## src/common/sur_pkg.sv

```systemverilog
// Register map constants for the synthesizer upper readback register bank.
`default_nettype none
package sur_pkg;
  // ==========================================================
  // Register indices (byte address is four times the index).
  localparam logic [6:0] IDX_RSVD_A = 7'h66;
  localparam logic [6:0] IDX_RSVD_B = 7'h67;
  localparam logic [6:0] IDX_RSVD_C = 7'h68;
  localparam logic [6:0] IDX_RSVD_D = 7'h69;
  localparam logic [6:0] IDX_RSVD_E = 7'h6a;
  localparam logic [6:0] IDX_UNUSED_A = 7'h6b;
  localparam logic [6:0] IDX_UNUSED_B = 7'h6c;
  localparam logic [6:0] IDX_UNUSED_C = 7'h6d;
  localparam logic [6:0] IDX_LOCK_CORE = 7'h6e;
  localparam logic [6:0] IDX_CAP_TRIM = 7'h6f;
  localparam logic [6:0] IDX_BIAS_DAC = 7'h70;
  localparam logic [6:0] IDX_UNUSED_D = 7'h71;
  localparam logic [6:0] IDX_RSVD_F = 7'h72;
  // ==========================================================
  // Reset values.
  localparam logic [15:0] RST_ZERO = 16'h0000;
  localparam logic [15:0] RST_RSVD_D = 16'h0440;
  localparam logic [15:0] RST_RSVD_E = 16'h0007;
  // ==========================================================
  // Field positions.
  localparam int LOCK_LSB = 9;
  localparam int CORE_LSB = 5;
  // Lock state encodings.
  localparam logic [1:0] LOCK_UNLOCKED_LOW = 2'h0;
  localparam logic [1:0] LOCK_INVALID = 2'h1;
  localparam logic [1:0] LOCK_LOCKED = 2'h2;
  localparam logic [1:0] LOCK_UNLOCKED_HIGH = 2'h3;
  // AXI responses.
  localparam logic [1:0] RESP_OKAY = 2'h0;
  localparam logic [1:0] RESP_SLVERR = 2'h2;
endpackage : sur_pkg
`default_nettype wire

```

## src/rtl/sur_upper_regs.sv

```systemverilog
// AXI4-Lite register bank for the synthesizer upper readback registers.
`default_nettype none
// Notes on behaviour
// Reserved words 0x66, 0x67, 0x68, 0x72 reset to zero; host writes zero.
// Reserved word 0x69 resets to 0x440; host writes zero.
// Reserved word 0x6A resets to 0x7; host writes zero.
// Unused words and unused status bits read as zero.
// Bits 10-9 at 0x6E report lock state: low, invalid, locked, high.
// Bits 7-5 at 0x6E report the core chosen by calibration.
// Bits 7-0 at 0x6F report the calibrated capacitor trim code.
// Bits 8-0 at 0x70 report the calibrated bias DAC code.
// Writes to read-only words ignored; readbacks follow calibration, lock.
module sur_upper_regs (
  input wire logic sys_clk,
  input wire logic reset,
  input wire logic [8:0] s_axi_awaddr,
  input wire logic s_axi_awvalid,
  output logic s_axi_awready,
  input wire logic [31:0] s_axi_wdata,
  input wire logic [3:0] s_axi_wstrb,
  input wire logic s_axi_wvalid,
  output logic s_axi_wready,
  output logic [1:0] s_axi_bresp,
  output logic s_axi_bvalid,
  input wire logic s_axi_bready,
  input wire logic [8:0] s_axi_araddr,
  input wire logic s_axi_arvalid,
  output logic s_axi_arready,
  output logic [31:0] s_axi_rdata,
  output logic [1:0] s_axi_rresp,
  output logic s_axi_rvalid,
  input wire logic s_axi_rready,
  input wire logic calDone,
  input wire logic [2:0] calCore,
  input wire logic [7:0] calCapTrim,
  input wire logic [8:0] calBiasDac,
  input wire logic [1:0] lockState
);

  // ==========================================================
  // Write channel.
  logic awHeld;
  logic wHeld;
  logic [6:0] awIdx;
  logic [31:0] wData;
  logic [3:0] wStrb;
  logic doWrite;
  logic [15:0] rsvdWord [6];
  logic [15:0] rsvdReset [6];
  logic [2:0] wSel;
  logic wHit;

  // Tells whether a word index lies inside the mapped window.
  function automatic logic rdMapped(input logic [6:0] idx);
    rdMapped = (idx >= sur_pkg::IDX_RSVD_A) && (idx <= sur_pkg::IDX_RSVD_F);
  endfunction : rdMapped

  assign s_axi_awready = !awHeld && !s_axi_bvalid;
  assign s_axi_wready = !wHeld && !s_axi_bvalid;
  assign doWrite = awHeld && wHeld && !s_axi_bvalid;

  always_ff @(posedge sys_clk) begin
    if (reset) begin
      awHeld <= 1'b0;
      awIdx <= 7'h00;
    end else if (s_axi_awvalid && s_axi_awready) begin
      awHeld <= 1'b1;
      awIdx <= s_axi_awaddr[8:2];
    end else if (doWrite) begin
      awHeld <= 1'b0;
    end
  end

  always_ff @(posedge sys_clk) begin
    if (reset) begin
      wHeld <= 1'b0;
      wData <= 32'h0000_0000;
      wStrb <= 4'h0;
    end else if (s_axi_wvalid && s_axi_wready) begin
      wHeld <= 1'b1;
      wData <= s_axi_wdata;
      wStrb <= s_axi_wstrb;
    end else if (doWrite) begin
      wHeld <= 1'b0;
    end
  end

  // Maps a word index onto one of the six writable reserved words.
  always_comb begin
    wHit = 1'b1;
    wSel = 3'd0;
    unique case (awIdx)
      sur_pkg::IDX_RSVD_A: wSel = 3'd0;
      sur_pkg::IDX_RSVD_B: wSel = 3'd1;
      sur_pkg::IDX_RSVD_C: wSel = 3'd2;
      sur_pkg::IDX_RSVD_D: wSel = 3'd3;
      sur_pkg::IDX_RSVD_E: wSel = 3'd4;
      sur_pkg::IDX_RSVD_F: wSel = 3'd5;
      default: wHit = 1'b0;
    endcase
  end

  assign rsvdReset[0] = sur_pkg::RST_ZERO;
  assign rsvdReset[1] = sur_pkg::RST_ZERO;
  assign rsvdReset[2] = sur_pkg::RST_ZERO;
  assign rsvdReset[3] = sur_pkg::RST_RSVD_D;
  assign rsvdReset[4] = sur_pkg::RST_RSVD_E;
  assign rsvdReset[5] = sur_pkg::RST_ZERO;

  // Reserved words store what is written, byte by byte.
  always_ff @(posedge sys_clk) begin
    if (reset) begin
      rsvdWord[0] <= sur_pkg::RST_ZERO;
      rsvdWord[1] <= sur_pkg::RST_ZERO;
      rsvdWord[2] <= sur_pkg::RST_ZERO;
      rsvdWord[3] <= sur_pkg::RST_RSVD_D;
      rsvdWord[4] <= sur_pkg::RST_RSVD_E;
      rsvdWord[5] <= sur_pkg::RST_ZERO;
    end else if (doWrite && wHit) begin
      if (wStrb[0]) begin
        rsvdWord[wSel][7:0] <= wData[7:0];
      end
      if (wStrb[1]) begin
        rsvdWord[wSel][15:8] <= wData[15:8];
      end
    end
  end

  // Writes to read-only words are answered but change nothing.
  always_ff @(posedge sys_clk) begin
    if (reset) begin
      s_axi_bvalid <= 1'b0;
      s_axi_bresp <= sur_pkg::RESP_OKAY;
    end else if (doWrite) begin
      s_axi_bvalid <= 1'b1;
      s_axi_bresp <= (wHit || rdMapped(awIdx)) ? sur_pkg::RESP_OKAY
                     : sur_pkg::RESP_SLVERR;
    end else if (s_axi_bready) begin
      s_axi_bvalid <= 1'b0;
    end
  end

  // ==========================================================
  // Status capture.
  logic [1:0] lockStatus;
  logic [2:0] coreStatus;
  logic [7:0] capStatus;
  logic [8:0] biasStatus;

  always_ff @(posedge sys_clk) begin
    if (reset) begin
      lockStatus <= sur_pkg::LOCK_UNLOCKED_LOW;
    end else if (lockState != lockStatus) begin
      lockStatus <= lockState;
    end
  end

  always_ff @(posedge sys_clk) begin
    if (reset) begin
      coreStatus <= 3'h0;
      capStatus <= 8'h00;
      biasStatus <= 9'h000;
    end else if (calDone) begin
      coreStatus <= calCore;
      capStatus <= calCapTrim;
      biasStatus <= calBiasDac;
    end
  end

  // ==========================================================
  // Read channel.
  logic [15:0] rdWord;
  logic [6:0] arIdx;

  assign arIdx = s_axi_araddr[8:2];
  assign s_axi_arready = !s_axi_rvalid;

  always_comb begin
    rdWord = 16'h0000;
    unique case (arIdx)
      sur_pkg::IDX_RSVD_A: rdWord = rsvdWord[0];
      sur_pkg::IDX_RSVD_B: rdWord = rsvdWord[1];
      sur_pkg::IDX_RSVD_C: rdWord = rsvdWord[2];
      sur_pkg::IDX_RSVD_D: rdWord = rsvdWord[3];
      sur_pkg::IDX_RSVD_E: rdWord = rsvdWord[4];
      sur_pkg::IDX_RSVD_F: rdWord = rsvdWord[5];
      sur_pkg::IDX_LOCK_CORE: begin
        rdWord[sur_pkg::LOCK_LSB +: 2] = lockStatus;
        rdWord[sur_pkg::CORE_LSB +: 3] = coreStatus;
      end
      sur_pkg::IDX_CAP_TRIM: rdWord[7:0] = capStatus;
      sur_pkg::IDX_BIAS_DAC: rdWord[8:0] = biasStatus;
      default: rdWord = 16'h0000;
    endcase
  end

  always_ff @(posedge sys_clk) begin
    if (reset) begin
      s_axi_rvalid <= 1'b0;
      s_axi_rdata <= 32'h0000_0000;
      s_axi_rresp <= sur_pkg::RESP_OKAY;
    end else if (s_axi_arvalid && s_axi_arready) begin
      s_axi_rvalid <= 1'b1;
      s_axi_rdata <= {16'h0000, rdWord};
      s_axi_rresp <= rdMapped(arIdx) ? sur_pkg::RESP_OKAY
                     : sur_pkg::RESP_SLVERR;
    end else if (s_axi_rready) begin
      s_axi_rvalid <= 1'b0;
    end
  end

  logic unusedBits;
  assign unusedBits = ^{wData[31:16], wStrb[3:2], rsvdReset[0],
                        rsvdReset[1], rsvdReset[2], rsvdReset[3],
                        rsvdReset[4], rsvdReset[5]};

endmodule : sur_upper_regs
`default_nettype wire

```

## config.mk

```make
export PLATFORM = sky130hd
export DESIGN_NAME = sur_upper_regs
export DESIGN_NICKNAME = d
export VERILOG_FILES = /design/src/common/sur_pkg.sv /design/src/rtl/sur_upper_regs.sv
export SDC_FILE = /design/constraint.sdc
export NUM_CORES = 1
export LEC_CHECK = 0
export ABC_AREA = 1
export BUFFER_PORTS_ARGS = -buffer_cell sky130_fd_sc_hd__buf_2
export CORE_ASPECT_RATIO = 1.75
export CORE_MARGIN = 1
export CORE_UTILIZATION = 50
export DETAILED_ROUTE_END_ITERATION = 10
export PLACE_DENSITY = 0.84
export SLEW_MARGIN = 20
export SYNTH_ARGS = -nofsm -noshare
export SYNTH_HDL_FRONTEND = slang
export SYNTH_SLANG_ARGS = --single-unit
```

## constraint.sdc

```tcl
create_clock -name sys_clk -period 2.6 [get_ports sys_clk]
set_clock_uncertainty 0.1 [all_clocks]
set_input_delay 0.52 -clock sys_clk [delete_from_list [all_inputs] [get_ports sys_clk]]
set_output_delay 0.52 -clock sys_clk [all_outputs]
set_load 0.005 [all_outputs]
```

* After elaboration in Yosys (flattened, before gate mapping) *
Memories as Yosys holds them, arrays and structs flattened.
Index checks and enable logic that the tools add are counted.

cells by class
  magnitude comparators = 4
  equality and inequality tests = 16
  mux-type cells = 29
  reduce and logical (&&, ||, !) cells = 21

operators by type and width
  cell                                                    count
  equality test 7 bit (second input constant)             15
  one-hot mux 5 bit (8 select lines)                      1
  one-hot mux 5 bit (6 select lines)                      1
  one-hot mux 3 bit (9 select lines)                      1
  2-to-1 mux 1 bit                                        18
  2-to-1 mux 16 bit                                       1
  OR reduction 16 bit                                     1
  one-hot mux 3 bit (5 select lines)                      1
  >= comparator 7 bit (second input constant)             2
  less-or-equal comparator 7 bit (second input constant)  2
  one-hot mux 2 bit (7 select lines)                      1
  logical AND 1 bit                                       10
  nonzero test 2 bit                                      4
  one-hot mux 1 bit (7 select lines)                      1
  2-to-1 mux 2 bit                                        3
  OR reduction 6 bit                                      1
  logical NOT 1 bit                                       4
  2-to-1 mux 3 bit                                        1
  inequality test 2 bit                                   1
  logical OR 1 bit                                        1

storage, ports and cells
  flip-flop bits (word level) = 71
  memory bits (writable) = 96
  input bits = 84
  output and inout bits = 41
  logic and storage cells = 85
  memories kept = 1

memory list
  name      words  width  read ports  clocked after memory_dff  wr ports  line                  text
  rsvdWord  6      16     6           0                         6         sur_upper_regs.sv:48  logic [15:0] rsvdWord [6];

* Logic depth before layout (Yosys ltp) *
Gate-level depths: netlist of the first run.

  depth after elaboration = 9
  mapped depth = 13
  mapped depth without buffers = 13

* Worst setup path after synthesis of the first run *
Ideal clock, no wire load.

  path kind = input port to flip-flop
  start = input port reset
  end = memory rsvdWord[5][10], enable pin
  library setup time = 0.383 ns
  arrival time = 2.038 ns
  data required time = 2.117 ns
  setup slack = 0.079 ns
  stages = 6
  buffers on the path = 2
  path through = buf_2 inv_1 buf_2 nand2_2 inv_2 nor3_1

RTL lines
  what                line                  text
  start: declaration  sur_upper_regs.sv:15  input wire logic reset,
  end: declaration    sur_upper_regs.sv:48

==> results of run 1 <==
-- critical path, stage by stage (launching register included) --
cell and delay, ns:
dfxtp_1 0.40, inv_2 0.08, nor2_4 0.10, nand2_1 0.07
nor2_2 0.15, nor2_1 0.09, nand2_4 0.09, nand3_1 0.10
nand2_1 0.14, nand3_2 0.10, nor2_4 0.18, nand3_4 0.14
nand2_1 0.29
-- area by class of cell --
cell class              count  share of cell area, %
clock inverters            15                  1.509
multi-input cells         520                  30.85
repair buffers            105                  6.767
flip-flops and latches    165                  49.92
clock buffers              17                  4.980
inverters                  76                  3.340
well taps                 180                  2.637
-- cells in the final DEF (no fill, tap or decap), types with 2 or more instances in the layout --
master     instances
a21oi_1           50
a221oi_1           5
a22o_1             9
a31oi_1            2
buf_2             84
buf_4             21
clkbuf_16         17
clkinv_1           4
clkinv_2           5
clkinv_4           3
conb_1            18
dfxtp_1           69
edfxtp_1          96
inv_1             66
inv_2              6
inv_4              3
inv_6              2
nand2_1          136
nand2_2           14
nand2_4            4
nand3_1           17
nand3_2            3
nand3_4            2
nand4_1           10
nand4_4            5
nor2_1           142
nor2_2             3
nor2_4             4
nor2_8             2
nor3_1            10
nor3_2            10
o2111ai_1          3
o21ai_0           59
o22ai_1            4
-- routing by layer --
layer  vias up  part of all wire (%)
met5         -                     0
met2       207                    53
met1      2590                    39
li1       2797                     -
met3        38                   4.9
met4         0                   3.4
-- registers in the layout, indices dropped and copies added (netlist names) --
register and count:
awHeld 1, awIdx 7, biasStatus 9, capStatus 8, coreStatus 3, lockStatus 2, rsvdWord 96, s_axi_bresp 1
s_axi_bvalid 1, s_axi_rdata 16, s_axi_rresp 1, s_axi_rvalid 1, wData 16, wHeld 1, wStrb 2
-- power by group through the flow --
stage	clock network, uW	logic (uW)	registers, uW
after CTS	2380	359	2940
final	2360	357	2940
after detailed placement	0	357	3000
after global routing	2490	407	2960
after global placement	0	349	2990
after floorplan	0	241	2980
-- worst max path at each step --
| stage | from | end | slack, ns | cells after the start |
|---|---|---|---|---|
| 6_report | awIdx[1]$_SDFFE_PP0P_ | rsvdWord[3][6]$_SDFFCE_PN1P_ | 0.25 | 12 |
| 2_1_floorplan | reset | rsvdWord[5][10]$_DFFE_PP_ | 0.08 | 6 |
| 4_1_cts | awIdx[6]$_SDFFE_PP0P_ | rsvdWord[4][4]$_SDFFCE_PN0P_ | 0.19 | 10 |
| 3_5_place_dp | awIdx[6]$_SDFFE_PP0P_ | rsvdWord[4][0]$_SDFFCE_PN1P_ | 0.21 | 10 |
| 3_3_place_gp | awIdx[1]$_SDFFE_PP0P_ | rsvdWord[0][0]$_SDFFCE_PN0P_ | 0.28 | 10 |
| 5_1_grt | awIdx[6]$_SDFFE_PP0P_ | rsvdWord[0][13]$_SDFFCE_PN0P_ | 0.04 | 10 |
-- per-stage QoR --
step | instance area [sq um] | hold slack [ns] | utilization (%) | setup slack, ns | total power (uW)
final | 8542 | 0.2157 | 59.45 | 0.2479 | 5656
after global routing | 8542 | 0.2150 | 59.45 | 0.03810 | 5852
after CTS | 8532 | 0.2037 | 59.38 | 0.1865 | 5680
after detailed placement | 7978 | 0.3461 | 55.52 | 0.2127 | 3353
after global placement | 7978 | 0.3455 | 55.52 | 0.2823 | 3340
after floorplan | 7427 | 0.3282 | - | 0.07912 | 3224
-- kinds of logic after synthesis --
group | Yosys count
flops | 165
other cells | 1
buf+inv | 120
simple gates | 364
compound gates | 138
==> results, run 1 <==
- The sequential area share after synthesis is 57.91%.
- Summed over all nets, the switching power comes to 1328 uW.
- Summing the areas of all compound-gate instances in the mapped netlist gives 10.86% of the synthesized area.
- The number of hold-slack violations in the final timing report was 0.
- The share of the synthesized area in the top cell type is 39.15%.
- The worst hold path begins at lockState[0].
- The total number of yosys warnings is 0.
- The clock root buffer master is clkbuf_16.
- For the pin with the worst max-slew slack, the measured transition is 0.6367 ns.
- The worst setup path is of the reg2reg kind.
- The total congestion overflow after global routing is 0.
- The global-route track usage on met2 is 41.21%.
- At the worst endpoint, the arrival time is 2.35 ns.
- The CTS buffer count is 17.
- The worst slew margin relative to its limit is 57.51%.
- The die is 162.5 microns tall.
- Per report_power, the clock group accounts for 41.7% of the total.
- The share of layout cells above drive strength 1 is 21.49%.
- The basic-gate share of the synthesized area counting and, or, nand and nor cells is 23.87%.
- The routed wire length is 16250 microns.
- Detailed routing inserted a total of 5632 vias.
- Cell internal power was estimated by the tool at 4328 uW.
- In the finished design, the share of the clock period the worst path needs comes to 90.47%.
- For the worst flop-to-flop path, the logic depth is 12.
- The via count of the first global-routing pass is 5553.
- For the worst-skew pair, the clock arrives at the later sink with an insertion delay of 0.43 ns.
- The startpoint type of the worst setup path is a register.
- The number of buffers added on ports is 84.
- Hold repair after CTS inserted 0 buffers.
- For this design the top-level I/O count stands at 125.
- The area of the core region is 0.01437 sq mm.
- The number of setup buffers added after CTS is 0.
- Sequential cells burn 52.0% of the power.
- The worst register-to-register path has a setup slack of 0.25 ns.
- After synthesis, the largest family of logic cells by area is simple AND/OR/NAND/NOR gates.
- The row count is 58.
- Yosys mapped the design onto 39 distinct sky130hd cell types.
- The detail-routed net length per standard cell is 15.07 microns.
- The static leakage power is 0.003548 uW.
- The XOR/XNOR share of the synthesized area is 0%.
- The highest attainable clock frequency is 425.2 MHz.
- The flip-flop and latch count after synthesis is 165.
- The met1 track utilization from global routing is 25.35%.
- In this run the worst hold path is classified as in2reg.
- The detailed-placement wirelength estimate is 11620 microns.
- The maximum count of clock buffers along a single path is 2.
- The layout has 1211 filler cells.
- The routability-driven placement congestion ratio is 0.9108.
- The logic gate share of total power is 6.3%.
- The number of flops mapped to enable cells by yosys is 96.
- The worst-path maximum fanout is 8.
- The max capacitance violation total is 0.
- The number of antenna violations at the first check in global routing is 0.
- The sum of negative setup slack is 0 ns.
- The endpoint identified for the worst register-to-register timing path is rsvdWord[3][6]$_SDFFCE_PN1P_.
- The initial standard-cell utilization of the core is 51.25%.
- The number of placed cells counting well taps is 1046.
- The peak ir drop on the vdd network is 0.4174 mV.
- The source of the worst register-to-register timing path is awIdx[1]$_SDFFE_PP0P_.
- The DRC violation count after routing is 0.
- The flow ran to the end, and the final reports show no timing, DRC or antenna violations.
- The clock-pin transition on the worst setup and hold timing paths is 0.06 ns.
- For this run, the leading register cell type out of synthesis is edfxtp_1.
- The signed area change from the synthesized netlist to the final layout is 16.01%.
- Of the post-synthesis cell area, the part taken by muxes is 0%.
- The synthesized netlist devotes 0% of its cell area to adder and majority cells.
- TritonCTS built the clock tree.
- The detail route stage leaves a number of antenna-violating nets equal to 0.
- The iteration count of the initial detailed-routing pass is 5.
- The nature of the critical path endpoint is a register.
- In the synthesized netlist the async set-or-reset flop fraction comes to 0%.
- Entering global routing, the biggest net connects 60 pins.
- The die is 93.74 microns wide.
- The clock net in this run drives a total of 165 sinks.
- The iteration-0 DRC count of the detailed router is 371.
- The number of antenna diodes in the final layout is 0.
- By count the netlist is led by nor2_1 (142), nand2_1 (140), edfxtp_1 (96), dfxtp_1 (69), inv_1 (67).
- Net switching is 23.49% of the power.
- In the global route stage, overall resource usage came out at 22.76%.
- Sorting the synthesized cells by area gives the leading types as edfxtp_1 (39%), dfxtp_1 (19%), nor2_1 (7.2%).
- The post-layout minimum cycle time is 2.352 ns.
- The number of cells in the finished layout apart from fillers is 1078.
- Dividing total power by cell area gives a power density of 662.1 mW/mm^2.
- Setup violations remaining at the end of the flow were counted as 0.
- STA puts the critical path data required time at 2.60 ns.
- The quantity of gates resized following cts is 0.
- The worst-case hold path end point is lockStatus[0]$_SDFFE_PP0P_.
- Among all cell types in the netlist, the one instantiated most often is nor2_1.
- The average instance in the mapped netlist occupies 9.344 sq um.
- After global routing, the most crowded layer is met2.
- The cell area that synthesis handed to floorplanning was 0.007363 sq mm.
- The clock tree synthesis step divided the H-tree into 4 levels.
- After detailed routing, the number of vias per cell comes to 5.224.
- The cell count after synthesis came out at 788.
- The die covers 0.01524 sq mm.
- The net total in the final layout is 969.
- The worst hold path passes through 3 cells.
- Summing all flip-flop and latch instances after layout gives 0.004264 sq mm.
- The met3 track demand over resource is 3.175%.
- The area used by multi-input combinational logic is 0.002635 sq mm.
- The first global-routing pass estimated 26390 microns of wire.
- The max-slew violation total from the final report is 0.
- Setup repair after global routing left no endpoint under its margin.
- Summed over all instances, the cell type with the most area after synthesis is edfxtp_1.
No activity file was read; power rests on OpenSTA's default activity.
==> run 2: changes to the inputs <==
PLACE_DENSITY = 0.72   (was 0.84)
clock period = 3 ns   (was 2.6 ns; I/O delays follow)
==> run 2 against run 1 <==
Net effect:
- sequential share of layout area rose by 0.066 points
- sequential cell count did not move
- register-to-register slack improved by 0.30 ns
- core utilization fell by 0.078 points
- final area fell by 0.13%
- via count fell by 2.2%
- clock power fell by 9.3%
- cell count fell by 0.46%
- critical path depth fell by 2
- largest cell class unchanged
- die area did not move
- critical path type unchanged
==> results, run 2 (synthesized netlist as in run 1, its figures left out) <==
- The net total in the final layout came to 964 (-0.52%).
- The register bank with the most flops is rsvdWord.
- The area of the core region was 0.01437 sq mm (unchanged).
- The largest individual stage delay along the critical path comes from the cell dfxtp_1.
- The number of diodes added for antenna fixing was 0 (unchanged).
- The flow ran to the end, and the final reports show no timing, DRC or antenna violations.
- The sequential share of power is 51.0% (-1.0 points).
- The initial standard-cell utilization of the core is 51.25% (unchanged).
- The total congestion overflow after global routing was 0 (unchanged).
- The count of boundary I/O pins is 125 (unchanged).
- The antenna violation net count after detailed routing is 0 (unchanged).
- The depth of the worst register-to-register path is 10 (-2).
- The via count of the first global-routing pass is 5427 (-2.3%).
- The worst slew margin relative to its limit is 44.60% (-13 points).
- The required arrival time at the worst endpoint came to 2.97 ns (+0.37 ns).
- The switching part of the total is 21.90% (-1.6 points).
- The arrival time of the worst setup path is 2.42 ns (+0.07 ns).
- From synthesis to final layout, the design area changed by 15.85%.
- The maximum count of clock buffers along a single path came to 2 (unchanged).
- The number of endpoints failing setup at the final stage is 0 (unchanged).
- The number of vias after detailed routing is 5508 (-2.2%).
- The total internal power is 3899 uW (-9.9%).
- The number of setup buffers added after CTS is 0 (unchanged).
- The quantity of gates resized following cts is 0 (unchanged).
- The finished layout cell area is 0.008531 sq mm (-0.13%).
- The routability-driven placement congestion ratio was 0.8408 (-7.7%).
- The type of the most critical hold path is in2reg.
- The number of buffer and inverter stages on the critical path is 0 (-1).
- The max capacitance violation total is 0 (unchanged).
- The number of stages on the worst hold path is 3 (unchanged).
- The DRC violation count after routing was 0 (unchanged).
- The signal on the critical path passes through nand2_1, nor2_1, nand2_1, nand2_1, nor2_1, nand2_4, o2111ai_2, nor2_8, nand4_4, nand2_1.
- TritonCTS built the clock tree.
- The number of antenna violations at the first check in global routing is 0 (unchanged).
- The setup slack of the critical path after layout was 0.5489 ns (+0.3010 ns).
- The count of cell instances traversed by the critical path was 10 (-2).
- The flip-flop count of the largest register, all copies and words added was 96 (unchanged).
- The detailed-placement wirelength estimate is 11550 microns (-0.62%).
- The CTS sink count is 165 (unchanged).
- The largest incremental delay on the critical path came to 0.43 ns (+0.03 ns).
- The area of the die came to 0.01524 sq mm (unchanged).
- The post-placement cell area came to 0.007940 sq mm (-0.47%).
- The highest attainable clock frequency was 408.0 MHz (-4.0%).
- The number of hold-slack violations in the final timing report is 0 (unchanged).
- The global-route wire length before repair is 25800 microns (-2.2%).
- The row count is 58 (unchanged).
- The CTS buffer count is 17 (unchanged).
- By startpoint and endpoint, the worst setup path is classified as reg2reg.
- The clock-pin transition on the worst setup and hold timing paths was 0.06 ns (about the same).
- The power per cell area came to 585.3 mW/mm^2 (-12%).
- The max-slew violation total from the final report is 0 (unchanged).
- The nature of the critical path endpoint is a register.
- The share of layout cells above drive strength 1 is 20.27% (-1.2 points).
- The peak ir drop on the vdd network came to 0.3567 mV (-15%).
- The library cell used most frequently in the layout, excluding fill and tap cells, is nor2_1.
- The switching power was 1094 uW (-18%).
- The detail-routed net length per standard cell was 14.82 microns (-1.7%).
- The utilization after layout is 59.37% (-0.078 points).
- The count of hold buffers inserted by post-cts repair was 0 (unchanged).
- The final worst hold slack is 0.2965 ns (+0.08089 ns).
- The iteration-0 DRC count of the detailed router came to 297 (-20%).
- The largest net degree at the start of global routing is 58 (-3.3%).
- The clock insertion delay at the later pin of the skew report is 0.42 ns (about the same).
- The startpoint type of the worst setup path is a register.
- The final clock period utilization by the worst path was 81.71% (-8.8 points).
- The number of filler instances in the final layout is 1293 (+6.8%).
- The pin slew with the least headroom to its limit was 0.8301 ns (+0.1934 ns).
- The iteration count of the initial detailed-routing pass is 5 (unchanged).
- The global-route usage over all layers was 22.39% (-0.38 points).
- The largest registers in the layout are rsvdWord: 96 flops, s_axi_rdata: 16 flops, wData: 16 flops.
- The die span in x is 93.74 microns (unchanged).
- The largest delay contributor family on the critical path is simple AND/OR/NAND/NOR gates.
- The mean number of vias per cell is 5.133 (-1.7%).
- The static leakage power is 0.003514 uW (-0.95%).
- The worst-path maximum fanout is 9 (+1).
- The logic gate share of total power is 6.0% (-0.3 points).
- The sum of negative setup slack is 0 ns (unchanged).
- The number of levels the H-tree was split into was 4 (unchanged).
- The post-layout minimum cycle time is 2.451 ns (+0.09905 ns).
- Setup repair after global routing left no endpoint under its margin.
- The routed wire length is 15900 microns (-2.1%).
- The number of buffers added on ports is 84 (unchanged).
- The vertical die dimension is 162.5 microns (unchanged).
- The relative contribution of the clock network to total power was 42.9% (+1.2 points).
- The library cells used most frequently in the layout, excluding fill and tap cells, are nor2_1 (142), nand2_1 (140), edfxtp_1 (96), buf_2 (84), dfxtp_1 (69).
- The cell occurring most often along the worst timing path is nand2_1.
- The minimum setup slack after placement is 0.5108 ns (+0.2981 ns).
- In this run the clock root is driven by a clkbuf_16.
[run 2: cell count changes in the layout (fill, tap and decap cells not counted)]
cell	previous run	this run
buf_4	21	16
clkinv_2	5	1
nand2_1	136	140
nand2_2	14	10
clkinvlp_4	0	3
inv_4	3	0
bufinv_16	1	3
clkinv_1	4	6
clkinvlp_2	0	2
inv_6	2	0
clkbuf_1	0	1
inv_8	1	0
[run 2: power groups by stage]
stage          clock network [uW]  registers (uW)  logic, uW
5_1_grt                      2260            2560        346
3_5_place_dp                    0            2600        304
6_report                     2140            2550        302
3_3_place_gp                    0            2590        300
2_1_floorplan                   0            2580        209
4_1_cts                      2160            2550        305
[run 2: layer usage]
metal,vias up,part of all wire [%],GRT usage (%)
met5,-,0,0
met4,0,2.5,9.231
met3,24,3.8,4.295
met2,138,53,41.54
met1,2548,41,24.32
li1,2798,-,-
[run 2: worst reg2reg max path: stages, from the launching register on]
cell and delay [ns]:
dfxtp_1 0.43, nand2_1 0.08, nor2_1 0.11, nand2_1 0.10, nand2_1 0.08, nor2_1 0.06, nand2_4 0.09, o2111ai_2 0.21
nor2_8 0.26, nand4_4 0.20, nand2_1 0.38
[run 2: through the flow]
stage / std cells / total power (uW)
after floorplan: 805 / 2794
after global placement: 1041 / 2893
after detailed placement: 1041 / 2901
after CTS: 1073 / 5018
after global routing: 1073 / 5166
final: 1073 / 4993
[run 2: final timing paths]
check,slack [ns],to,startpoint
worst max register to register,0.55,rsvdWord[1][7]$_SDFFCE_PN0P_,awIdx[0]$_SDFFE_PP0P_
worst min register to register,0.36,biasStatus[2]$_SDFFE_PP0P_,biasStatus[2]$_SDFFE_PP0P_
worst max-delay path,0.55,rsvdWord[1][7]$_SDFFCE_PN0P_,awIdx[0]$_SDFFE_PP0P_
worst min-delay path,0.30,lockStatus[1]$_SDFFE_PP0P_,lockState[1]
[run 2: layout make-up]
cell class	count	area, sq um	share of cell area, %
inverters	76	285.3	3.344
multi-input cells	520	2625	30.77
clock buffers	18	429.2	5.031
clock inverters	14	161.4	1.892
flip-flops and latches	165	4264	49.99
well taps	180	225.2	2.640
repair buffers	100	540.5	6.336
